--- src/hw/cpwm_params.svh ---
// Constants of the complementary PWM timer: offsets, fields, reset values, timings
// Operation
// RULE_01: Change count source only while counter stopped
// RULE_02: Wait two base clocks before stopping 40 MHz
// RULE_03: Wait two fast clocks after fast-to-40MHz switch
// RULE_04: Wait fast plus 40 MHz cycle otherwise
// RULE_05: Code 111b selects fast oscillator, faster than CPU
// RULE_06: Code 110b selects 40 MHz oscillator source
// RULE_07: Capture pulse lasts three operating clocks minimum
// RULE_08: Capture lands two or three clocks after edge
// RULE_09: Reset-sync PWM entry: stop, 00b, 01b, reprogram
// RULE_10: Motor use needs equal initial levels
// RULE_11: Complementary entry: stop both, 00b, 10b/11b
// RULE_12: Leave complementary: stop both, write 00b
// RULE_13: No direct period or duty writes running
// RULE_14: Write duty buffers while configured as general
// RULE_15: Channel 0 turns m-1,m,m+1,m; flag at m+1
// RULE_16: Mode 11b transfers buffers at period match
// RULE_17: No flag or transfer on way down
// RULE_18: Channel 1 turns 1,0,FFFFh; underflow flag set
// RULE_19: Mode 10b transfers at underflow, overflow untouched
// RULE_20: Buffer at or above period transfers at underflow
// RULE_21: Buffer zero transfers at period match
// RULE_22: Counters are 16 bits and wrap
`ifndef CPWM_PARAMS_SVH
`define CPWM_PARAMS_SVH
`define CPWM_OFS_START 8'h00
`define CPWM_OFS_FUNC 8'h04
`define CPWM_OFS_CTRL0 8'h08
`define CPWM_OFS_CTRL1 8'h0c
`define CPWM_OFS_STATUS 8'h10
`define CPWM_OFS_CNT0 8'h14
`define CPWM_OFS_CNT1 8'h18
`define CPWM_OFS_PERIOD 8'h1c
`define CPWM_OFS_GR_B0 8'h20
`define CPWM_OFS_GR_A1 8'h24
`define CPWM_OFS_GR_B1 8'h28
`define CPWM_OFS_BUF_D0 8'h2c
`define CPWM_OFS_BUF_C1 8'h30
`define CPWM_OFS_BUF_D1 8'h34
`define CPWM_OFS_CAP0 8'h38
`define CPWM_OFS_CAP1 8'h3c
`define CPWM_SRC_40M 3'h6
`define CPWM_SRC_FAST 3'h7
`define CPWM_ST_PMF 0
`define CPWM_ST_UDF 1
`define CPWM_ST_OVF 2
`define CPWM_CAP_DELAY 2'h2
`define CPWM_PERIOD_RST 16'hffff
`endif

--- src/hw/cpwm_pkg.sv ---
// Types of the complementary PWM timer
package cpwm_pkg;
  typedef enum logic [1:0] {
    CPWM_MODE_INDEP = 2'b00,
    CPWM_MODE_RSYNC = 2'b01,
    CPWM_MODE_CUDF = 2'b10,
    CPWM_MODE_CMAT = 2'b11
  } cpwm_mode_t;
  typedef enum logic [1:0] {
    CPWM_XF_NORMAL = 2'b00,
    CPWM_XF_HIGH = 2'b01,
    CPWM_XF_ZERO = 2'b10
  } cpwm_xfer_t;
endpackage

--- src/hw/cpwm_timer.sv ---
// Complementary PWM timer pair with AHB-Lite register slave
`timescale 1ns/1ps
`include "cpwm_params.svh"
module cpwm_timer import cpwm_pkg::*; #(
  parameter int CW = 16
) (
  input wire logic ref_clk,
  input wire logic nrst,
  input wire logic hsel,
  input wire logic [7:0] haddr,
  input wire logic [1:0] htrans,
  input wire logic hwrite,
  input wire logic [2:0] hsize,
  input wire logic [31:0] hwdata,
  input wire logic hready,
  output logic [31:0] hrdata,
  output logic hreadyout,
  output logic hresp,
  input wire logic base_peripheral_clock,
  input wire logic internal_40mhz_clock,
  input wire logic fast_internal_osc_clock,
  input wire logic [1:0] capture_in,
  output logic [2:0] pwm_positive,
  output logic [2:0] pwm_negative
);
  logic [1:0] startFf;
  logic [1:0] modeFf;
  logic olsPosFf, olsNegFf;
  logic [2:0] bufEnFf;
  logic [2:0] srcSel0Ff, srcSel1Ff;
  logic [2:0] statusFf;
  logic [CW-1:0] cnt0Ff, cnt1Ff, periodFf;
  logic [CW-1:0] grFf [3];
  logic [CW-1:0] bufFf [3];
  cpwm_xfer_t xfModeFf [3];
  logic [CW-1:0] capFf [2];
  logic dir0UpFf, dir1UpFf;
  logic wrPendFf;
  logic [7:0] wrAddrFf;
  logic [2:0] tickSyncFf [2];
  logic [1:0] capSyncFf [2];
  logic capEdgeFf [2];
  logic [2:0] pwmPosFf, pwmNegFf;
  cpwm_mode_t mode;
  logic [1:0] tick;
  logic periodHit, underHit, compMode, wrEn;
  logic [2:0] xfer;

  assign mode = cpwm_mode_t'(modeFf);
  assign compMode = mode == CPWM_MODE_CUDF || mode == CPWM_MODE_CMAT;
  assign hreadyout = 1'b1;
  assign hresp = 1'b0;
  assign wrEn = wrPendFf;

  function automatic logic srcClk(input logic [2:0] sel, input logic b, input logic m,
                                  input logic f);
    case (sel)
      `CPWM_SRC_40M: srcClk = m; // [RULE_06]
      `CPWM_SRC_FAST: srcClk = f; // [RULE_05]
      default: srcClk = b;
    endcase
  endfunction

  // Count sources are slow inputs; rising edges become one-cycle enables
  always_ff @(posedge ref_clk or negedge nrst) begin
    if (!nrst) begin
      tickSyncFf[0] <= 3'h0;
      tickSyncFf[1] <= 3'h0;
    end else begin
      tickSyncFf[0] <= {tickSyncFf[0][1:0], srcClk(srcSel0Ff, base_peripheral_clock,
                        internal_40mhz_clock, fast_internal_osc_clock)};
      tickSyncFf[1] <= {tickSyncFf[1][1:0], srcClk(srcSel1Ff, base_peripheral_clock,
                        internal_40mhz_clock, fast_internal_osc_clock)};
    end
  end
  assign tick[0] = startFf[0] && tickSyncFf[0][1] && !tickSyncFf[0][2];
  assign tick[1] = startFf[1] && tickSyncFf[1][1] && !tickSyncFf[1][2];

  assign periodHit = tick[0] && compMode && dir0UpFf && cnt0Ff == periodFf; // [RULE_15]
  assign underHit = tick[1] && compMode && !dir1UpFf && cnt1Ff == {CW{1'b0}}; // [RULE_18]

  // Buffer transfer timing per duty channel, with out-of-range overrides
  genvar gi;
  generate
    for (gi = 0; gi < 3; gi++) begin : gXfer
      assign xfer[gi] = bufEnFf[gi] && (xfModeFf[gi] == CPWM_XF_HIGH ? underHit : // [RULE_20]
                        xfModeFf[gi] == CPWM_XF_ZERO ? periodHit : // [RULE_21]
                        (mode == CPWM_MODE_CMAT ? periodHit : // [RULE_16]
                        mode == CPWM_MODE_CUDF && underHit)); // [RULE_19]
      always_ff @(posedge ref_clk or negedge nrst) begin
        if (!nrst) begin
          xfModeFf[gi] <= CPWM_XF_NORMAL;
        end else if (xfer[gi]) begin
          // Leave the override only after one transfer of a valid value
          if (bufFf[gi] == {CW{1'b0}}) begin
            xfModeFf[gi] <= CPWM_XF_ZERO; // [RULE_21]
          end else if (bufFf[gi] >= periodFf) begin
            xfModeFf[gi] <= CPWM_XF_HIGH; // [RULE_20]
          end else begin
            xfModeFf[gi] <= CPWM_XF_NORMAL;
          end
        end else if (bufEnFf[gi]) begin
          if (bufFf[gi] == {CW{1'b0}}) begin
            xfModeFf[gi] <= CPWM_XF_ZERO;
          end else if (bufFf[gi] >= periodFf) begin
            xfModeFf[gi] <= CPWM_XF_HIGH;
          end
        end
      end
      always_ff @(posedge ref_clk or negedge nrst) begin
        if (!nrst) begin
          grFf[gi] <= {CW{1'b0}};
          bufFf[gi] <= {CW{1'b0}};
        end else begin
          if (xfer[gi]) begin
            grFf[gi] <= bufFf[gi]; // [RULE_16]
          end else if (wrEn && wrAddrFf == `CPWM_OFS_GR_B0 + 8'(gi * 4)) begin
            grFf[gi] <= hwdata[CW-1:0];
          end
          if (wrEn && wrAddrFf == `CPWM_OFS_BUF_D0 + 8'(gi * 4)) begin
            bufFf[gi] <= hwdata[CW-1:0];
          end
        end
      end
    end
  endgenerate

  // AHB-Lite: zero-wait writes take hwdata in the cycle after address
  always_ff @(posedge ref_clk or negedge nrst) begin
    if (!nrst) begin
      wrPendFf <= 1'b0;
      wrAddrFf <= 8'h00;
    end else if (hready) begin
      wrPendFf <= hsel && htrans[1] && hwrite;
      wrAddrFf <= {haddr[7:2], 2'b00};
    end
  end

  always_ff @(posedge ref_clk or negedge nrst) begin
    if (!nrst) begin
      hrdata <= 32'h0;
    end else if (hready && hsel && htrans[1] && !hwrite) begin
      case ({haddr[7:2], 2'b00})
        `CPWM_OFS_START: hrdata <= {30'h0, startFf};
        `CPWM_OFS_FUNC: hrdata <= {25'h0, bufEnFf, olsNegFf, olsPosFf, modeFf};
        `CPWM_OFS_CTRL0: hrdata <= {29'h0, srcSel0Ff};
        `CPWM_OFS_CTRL1: hrdata <= {29'h0, srcSel1Ff};
        `CPWM_OFS_STATUS: hrdata <= {29'h0, statusFf};
        `CPWM_OFS_CNT0: hrdata <= {16'h0, cnt0Ff};
        `CPWM_OFS_CNT1: hrdata <= {16'h0, cnt1Ff};
        `CPWM_OFS_PERIOD: hrdata <= {16'h0, periodFf};
        `CPWM_OFS_GR_B0: hrdata <= {16'h0, grFf[0]};
        `CPWM_OFS_GR_A1: hrdata <= {16'h0, grFf[1]};
        `CPWM_OFS_GR_B1: hrdata <= {16'h0, grFf[2]};
        `CPWM_OFS_BUF_D0: hrdata <= {16'h0, bufFf[0]};
        `CPWM_OFS_BUF_C1: hrdata <= {16'h0, bufFf[1]};
        `CPWM_OFS_BUF_D1: hrdata <= {16'h0, bufFf[2]};
        `CPWM_OFS_CAP0: hrdata <= {16'h0, capFf[0]};
        `CPWM_OFS_CAP1: hrdata <= {16'h0, capFf[1]};
        default: hrdata <= 32'h0;
      endcase
    end
  end

  // Control fields; source select is software's to change only while stopped
  always_ff @(posedge ref_clk or negedge nrst) begin
    if (!nrst) begin
      startFf <= 2'b00;
      modeFf <= 2'b00;
      olsPosFf <= 1'b0;
      olsNegFf <= 1'b0;
      bufEnFf <= 3'b000;
      srcSel0Ff <= 3'h0;
      srcSel1Ff <= 3'h0;
      periodFf <= `CPWM_PERIOD_RST;
    end else if (wrEn) begin
      case (wrAddrFf)
        `CPWM_OFS_START: startFf <= hwdata[1:0];
        `CPWM_OFS_FUNC: begin
          modeFf <= hwdata[1:0];
          olsPosFf <= hwdata[2];
          olsNegFf <= hwdata[3];
          bufEnFf <= hwdata[6:4];
        end
        `CPWM_OFS_CTRL0: srcSel0Ff <= hwdata[2:0]; // [RULE_01]
        `CPWM_OFS_CTRL1: srcSel1Ff <= hwdata[2:0];
        `CPWM_OFS_PERIOD: periodFf <= hwdata[CW-1:0];
        default: ;
      endcase
    end
  end

  // Flags: hardware set wins over a write-zero clear
  always_ff @(posedge ref_clk or negedge nrst) begin
    if (!nrst) begin
      statusFf <= 3'h0;
    end else begin
      statusFf[`CPWM_ST_PMF] <= periodHit ||
        (statusFf[`CPWM_ST_PMF] && !(wrEn && wrAddrFf == `CPWM_OFS_STATUS &&
        !hwdata[`CPWM_ST_PMF])); // [RULE_15] [RULE_17]
      statusFf[`CPWM_ST_UDF] <= underHit ||
        (statusFf[`CPWM_ST_UDF] && !(wrEn && wrAddrFf == `CPWM_OFS_STATUS &&
        !hwdata[`CPWM_ST_UDF])); // [RULE_18]
      // Overflow only outside the complementary modes (00b and 01b); untouched at the turn
      statusFf[`CPWM_ST_OVF] <= (tick[0] && !compMode && cnt0Ff == {CW{1'b1}}) ||
        (statusFf[`CPWM_ST_OVF] && !(wrEn && wrAddrFf == `CPWM_OFS_STATUS &&
        !hwdata[`CPWM_ST_OVF])); // [RULE_19]
    end
  end

  // Up/down counters; channel 1 runs below channel 0 by the offset software loads into CNT0/CNT1, forming dead time
  always_ff @(posedge ref_clk or negedge nrst) begin
    if (!nrst) begin
      cnt0Ff <= {CW{1'b0}};
      dir0UpFf <= 1'b1;
    end else begin
      if (!compMode) begin
        dir0UpFf <= 1'b1; // Entry always passes 00b, so counting restarts upward
      end
      if (wrEn && wrAddrFf == `CPWM_OFS_CNT0) begin
        cnt0Ff <= hwdata[CW-1:0];
      end else if (tick[0] && compMode && dir0UpFf && cnt0Ff == periodFf + 1'b1) begin
        dir0UpFf <= 1'b0; // [RULE_15]
        cnt0Ff <= cnt0Ff - 1'b1;
      end else if (tick[0] && compMode && !dir0UpFf && cnt0Ff == {CW{1'b0}}) begin
        dir0UpFf <= 1'b1;
        cnt0Ff <= cnt0Ff + 1'b1;
      end else if (tick[0] && (!compMode || dir0UpFf)) begin
        cnt0Ff <= cnt0Ff + 1'b1; // [RULE_22]
      end else if (tick[0]) begin
        cnt0Ff <= cnt0Ff - 1'b1;
      end
    end
  end

  always_ff @(posedge ref_clk or negedge nrst) begin
    if (!nrst) begin
      cnt1Ff <= {CW{1'b0}};
      dir1UpFf <= 1'b1;
    end else begin
      if (!compMode) begin
        dir1UpFf <= 1'b1;
      end
      if (wrEn && wrAddrFf == `CPWM_OFS_CNT1) begin
        cnt1Ff <= hwdata[CW-1:0];
      end else if (tick[1]) begin
        if (compMode && !dir1UpFf && cnt1Ff != {CW{1'b1}}) begin
          cnt1Ff <= cnt1Ff - 1'b1; // [RULE_18] [RULE_22]
        end else if (compMode && !dir1UpFf) begin
          dir1UpFf <= 1'b1;
          cnt1Ff <= cnt1Ff + 1'b1;
        end else begin
          cnt1Ff <= cnt1Ff + 1'b1;
          if (compMode && cnt1Ff == periodFf) begin
            dir1UpFf <= 1'b0;
          end
        end
      end
    end
  end

  // Capture: edge seen two cycles after the pin, counter stored on the third
  generate
    for (gi = 0; gi < 2; gi++) begin : gCap
      always_ff @(posedge ref_clk or negedge nrst) begin
        if (!nrst) begin
          capSyncFf[gi] <= 2'b00;
          capEdgeFf[gi] <= 1'b0;
          capFf[gi] <= {CW{1'b0}};
        end else begin
          capSyncFf[gi] <= {capSyncFf[gi][0], capture_in[gi]};
          capEdgeFf[gi] <= capSyncFf[gi][1];
          if (capSyncFf[gi][1] && !capEdgeFf[gi] && !compMode) begin
            capFf[gi] <= gi == 0 ? cnt0Ff : cnt1Ff; // [RULE_08]
          end
        end
      end
    end
  endgenerate

  // Outputs: positive leaves its initial level while cnt0 exceeds duty, negative while cnt1 does not; idle at initial levels
  always_ff @(posedge ref_clk or negedge nrst) begin
    if (!nrst) begin
      pwmPosFf <= 3'h0;
      pwmNegFf <= 3'h0;
    end else if (!compMode || startFf != 2'b11) begin
      pwmPosFf <= {3{olsPosFf}};
      pwmNegFf <= {3{olsNegFf}};
    end else begin
      for (int i = 0; i < 3; i++) begin
        pwmPosFf[i] <= (cnt0Ff > grFf[i]) ^ olsPosFf;
        pwmNegFf[i] <= (cnt1Ff <= grFf[i]) ^ olsNegFf;
      end
    end
  end
  assign pwm_positive = pwmPosFf;
  assign pwm_negative = pwmNegFf;
endmodule

--- config.mk ---
export PLATFORM = sky130hd
export DESIGN_NAME = cpwm_timer
export DESIGN_NICKNAME = d
export VERILOG_FILES = /design/src/hw/cpwm_pkg.sv /design/src/hw/cpwm_timer.sv
export VERILOG_INCLUDE_DIRS = /design/src /design/src/hw
export SDC_FILE = /design/constraint.sdc
export NUM_CORES = 1
export LEC_CHECK = 0
export ABC_AREA = 0
export BUFFER_PORTS_ARGS = -buffer_cell sky130_fd_sc_hd__buf_4
export CAP_MARGIN = 20
export CORE_AREA = 2 2 284 146
export DETAILED_ROUTE_END_ITERATION = 10
export DIE_AREA = 0 0 286 148
export PLACE_DENSITY_LB_ADDON = 0.12
export SKIP_LAST_GASP = 1
export SLEW_MARGIN = 5
export SYNTH_ARGS = -nofsm -noshare
export SYNTH_HDL_FRONTEND = slang
export SYNTH_SLANG_ARGS = --single-unit
--- constraint.sdc ---
create_clock -name ref_clk -period 5 [get_ports ref_clk]
set_input_delay 0.75 -clock ref_clk [delete_from_list [all_inputs] [get_ports ref_clk]]
set_output_delay 0.75 -clock ref_clk [all_outputs]
set_load 0.05 [all_outputs]
== After elaboration in Yosys (flattened, before gate mapping) ==
Index checks and enable logic that the tools add are counted.

* Reduce and logical (&&, ||, !) cells: 93
* Multiplexer cells: 54
* Bitwise gates (word level): 6
* Magnitude comparators: 9
* Shift-type cells: 0
* Equal/unequal tests: 46
* $add $sub $neg: 5
* Multiply operators: 0
* Divide/modulo/power cells: 0

{| class="wikitable"
|+ Operators with widths
! cell !! number
|-
| 16-bit one-hot mux with 16 select lines || 1
|-
| 16-bit two-way mux || 14
|-
| 6-bit by 4-bit equality test with 1-bit output (second input constant) || 14
|-
| 16-bit logical NOT || 5
|-
| 16-bit by 1-bit adder with 16-bit output (second input constant) || 3
|-
| 16-bit equality test || 3
|-
| 6-bit by 3-bit equality test with 1-bit output (second input constant) || 8
|-
| 16-bit >= comparator || 3
|-
| 16-bit > comparator || 3
|-
| 16-bit less-or-equal comparator || 3
|-
| 1-bit logical AND || 47
|-
| 16-bit by 1-bit subtractor with 16-bit output (second input constant) || 2
|-
| 2-bit two-way mux || 15
|-
| 6-bit by 2-bit equality test with 1-bit output (second input constant) || 4
|-
| 1-bit two-way mux || 20
|-
| 16-bit equality test (second input constant) || 1
|-
| 16-bit inequality test (second input constant) || 1
|-
| 2-bit AND reduction || 8
|-
| 1-bit logical NOT || 14
|-
| 2-bit nonzero test || 7
|-
| 3-bit equality test (second input constant) || 4
|-
| 6-bit by 1-bit equality test with 1-bit output (second input constant) || 2
|-
| 2-bit equality test (second input constant) || 5
|-
| 3-bit nonzero test || 3
|-
| 9 further kinds || 23
|}

* Latch bits: 0
* Bits of input ports: 55
* Output and inout bits: 40
* Bits in registers: 259
* Bits in writable memories: 0
* Memories: 0
* Memory bits (read-only): 0

== Depth between registers and ports, before layout ==
* Depth in word-level cells: 12
* Gate-level depth with buffers: 14
* Mapped depth without buffers: 13

== Least setup slack after synthesis ==
OpenSTA, ideal clock, no wires.

* Path kind: reg2reg
* Start point: register cnt1Ff[0]
* End point: register cnt1Ff[14]
* Cell stages (with the launch flop): 15
* Data arrival time: 3.611 ns
* Buffers on the path: 1
* Data required time: 4.918 ns
* Path slack: 1.307 ns
* Clock period less this slack: 3.693 ns
* Cells stage by stage: dfrtp_1 clkbuf_1 nand4_1 o41ai_1 inv_1 fa_1 a21o_1 a21oi_1 o21bai_1 a21oi_1 o21ai_0 a41oi_1 xnor2_1 nand2_1 a31oi_1

* Longest elaborated chain between the ends: 5
* Elaborated cells between the ends (all ways): 7
* Classes of those cells: add/sub: 2; eq/ne: 1; mux: 3; reduce/logical: 1

{| class="wikitable"
|+ Ends and longest elaborated chain
! item !! line !! text
|-
| start: declaration || cpwm_timer.sv:32 || <nowiki>logic [CW-1:0] cnt0Ff, cnt1Ff, periodFf;</nowiki>
|-
| start signal: assignment || cpwm_timer.sv:238 || <nowiki>cnt1Ff <= {CW{1'b0}};</nowiki>
|-
| start signal: assignment || cpwm_timer.sv:245 || <nowiki>cnt1Ff <= hwdata[CW-1:0];</nowiki>
|-
| start signal: assignment || cpwm_timer.sv:248 || <nowiki>cnt1Ff <= cnt1Ff - 1'b1;</nowiki>
|-
| parallel branches: the longest is 2 deep, another holds 16-bit by 1-bit adder with 16-bit output || - ||
|-
| 16-bit two-way mux * || cpwm_timer.sv:247 || <nowiki>if (compMode && !dir1UpFf && cnt1Ff != {CW{1'b1}}) begin</nowiki>
|-
| 16-bit two-way mux * || cpwm_timer.sv:246 || <nowiki>end else if (tick[1]) begin</nowiki>
|-
| 16-bit two-way mux * || cpwm_timer.sv:244 || <nowiki>if (wrEn && wrAddrFf == `CPWM_OFS_CNT1) begin</nowiki>
|}

Every way passes the cells marked *. The select of a mux whose other input is x is not followed.
A chain may end at the register's enable or synchronous reset.

== Final worst setup path ==
* Start point: register cnt1Ff[4]
* End point: register cnt1Ff[15]

The elaborated chain is that of the path after synthesis.

==> impl_metrics.json <==
{
  "hold_violations": 0,
  "worst_hold_slack_ps": 178.7,
  "die_area_um2": 42330,
  "ctsHoldBuffers": 0,
  "core.rowCount": 52,
  "cp-start-kind": "flip-flop",
  "setup.worst_path.start": "cnt1Ff[4]$_DFFE_PN0P_",
  "synth.top_cell.area_share_pct": 33.26,
  "setup_ws_ps": 781.3,
  "vias_per_cell": 6.270,
  "setup_violations": 0,
  "netlist_instances": 1770,
  "dp_hpwl_um": 51330,
  "ys_async_sr_fraction_pct": 100.0,
  "post-cts-setup-buffers": 0,
  "coreArea_um2": 39820,
  "crit_fanout": 16,
  "synth_edf_count": 0,
  "initial_core_util_pct": 42.52,
  "diodes": 0,
  "fmaxAchievable_mhz": 237.0,
  "cts_buffers": 26,
  "place.gp.congestion": 0.9865,
  "synthFlopType": "dfrtp_1",
  "outcome": "finished clean",
  "synthMostInstantiatedCell": "dfrtp_1",
  "grt_use_total_pct": 31.99,
  "worstMarginPinSlew_ps": 1335,
  "arrival_ps": 4640,
  "crit_type": "flip-flop to flip-flop",
  "drtIter0Drc": 1837,
  "ant_nets": 0,
  "finalCritPeriodShare_pct": 84.37,
  "antenna_found_initial": 1,
  "max-cap-violations": 0,
  "min_period_ps": 4219,
  "grt-ovfl-total": 0,
  "synth.distinct_cells": 77,
  "cts_buffer_depth": 3,
  "clk-insertion-delay-late_ps": 580,
  "grt_pass1_vias": 13580,
  "cts_tree": "built",
  "die_w_um": 286,
  "p_leak_uw": 0.008571,
  "synth_top_area_cell": "dfrtp_1",
  "syn_avg_cell_area_um2": 9.565,
  "critPathCaptureType": "flip-flop",
  "grt_start_max_net_pins": 85,
  "numPortBuffers": 54,
  "slew_viol_final": 0,
  "wire_per_inst_um": 28.95,
  "fp.dieH_um": 148,
  "peakVddDrop_v": 0.0002958,
  "seq_area_frac_synth_pct": 36.05,
  "setup_tns_ps": 0,
  "rr_startpoint": "cnt1Ff[4]$_DFFE_PN0P_",
  "worst_clock_skew_ps": 26.54,
  "totalWireLength_um": 68060,
  "cts_htree_levels": 1,
  "areaGrowthSynthToFinish_pct": 10.58,
  "rsz0062_at_grt": "false",
  "drc_errors": 0,
  "maxSlewHeadroom_pct": 11.01,
  "critPathRequiredTime_ps": 5430,
  "cts_num_sinks": 243,
  "cts-resized-gates": 0,
  "synth_area_um2": 16930,
  "path_clk_slew_ps": 70,
  "io_pins": 95,
  "hp-class": "primary input to asynchronous set/reset pin",
  "synth_common_cells": "dfrtp_1 (225), ha_1 (162), mux2_2 (122), nand2_1 (119), nor2_1 (118)",
  "place_ws_ps": 891.9,
  "yosys_warnings": 0,
  "p_per_area_nw_per_um2": 406.6,
  "grt_pass1_wl_um": 98020,
  "drive_above_1_share_pct": 17.12,
  "yosys_register_bits": 243,
  "drtPass1Iterations": 6,
  "cts-root-buf": "clkbuf_16",
  "synth_area_leaders": "dfrtp_1 (33%), ha_1 (12%), mux2_2 (8.1%)",
  "via_count": 14740,
  "nets": 2009
}
sequential cells by signal (all words and copies together) (netlist names), 16 cells and up:
register  cells
bufFf        48
grFf         48
capFf        32
cnt0Ff       16
cnt1Ff       16
hrdata       16
periodFf     16
cells in the final DEF (no fill, tap or decap), drive strengths merged, types with 20 or more instances in the layout:
cell type	instances
dfrtp	225
ha	162
mux2	122
nand2	119
nor2	119
o21ai	119
a21oi	100
buf	96
inv	84
mux2i	69
a21o	45
xor2	44
nand3	43
clkbuf	40
nand4	37
nor4	37
a22oi	34
nor3	29
xnor2	28
a221oi	23
nor2b	23
o21a	20
worst max-delay path: stages, from the launching register on:
cell	delay [ps]
dfrtp_1	710
nand4_1	160
o41ai_1	400
buf_4	200
inv_1	280
ha_1	410
a211oi_1	270
o21ai_0	230
nand4_1	180
a21boi_0	160
o31ai_1	410
nor2_1	100
a211oi_1	310
xor2_1	180
a21oi_1	80
kinds of logic (layout without fill, tap and decap cells):
family | after synthesis | count (layout) | share of synthesized area, %
simple gates | 473 | 473 | 14.17
compound gates | 418 | 418 | 15.69
flops | 243 | 243 | 36.05
buf+inv | 202 | 227 | 5.417
mux | 194 | 194 | 12.59
fa+ha+maj | 166 | 166 | 12.27
xor+xnor | 72 | 72 | 3.769
other cells | 2 | 18 | 0.04436
final timing paths:
kind,endpoint,slack (ps),cells past startpoint
worst min-delay path,cnt0Ff[13]$_DFFE_PN0P_,180,1
worst max-delay path,cnt1Ff[15]$_DFFE_PN0P_,780,14
worst max register to register,cnt1Ff[15]$_DFFE_PN0P_,780,14
worst min register to register,tickSyncFf[4]$_DFF_PN0_,360,0
max in group asynchronous,grFf[2]$_DFFE_PN0P_,3700,2
min in group ref_clk,capSyncFf[2]$_DFF_PN0_,290,1
report_power, final:
group	switching, uW	internal (uW)	leakage (uW)
clock network	902	1160	0.000431
logic	1520	1030	0.00535
registers	679	2320	0.00278
stage by stage:
stage	util [%]	total power [uW]	instance area (um2)	cells
floorplan	-	4390	16990	1786
finish	47.01	7612	18720	2351
CTS	47.01	7520	18720	2351
global route	47.01	7950	18720	2351
detailed placement	44.80	5451	17840	2303
global placement	44.80	5406	17840	2303
layer usage:
layer / track usage [%] / routed length (um) / up-vias
met5: 0 / 13 / -
met4: 5.079 / 1043 / 2
met3: 11.73 / 9126 / 78
met2: 38.72 / 23820 / 829
met1: 52.17 / 34060 / 7355
li1: - / - / 6477
area by class of cell:
cell class                      count  area, um2
Clock buffer                       40      804.5
Clock inverter                      8      77.57
Fill cell                        3847      21100
Inverter                           83      314.1
Multi-Input combinational cell   1341      10000
Sequential cell                   243       6103
Tap cell                          540      675.6
Timing Repair Buffer               96      740.7
Note: power is estimated with default switching activity, not from simulation.
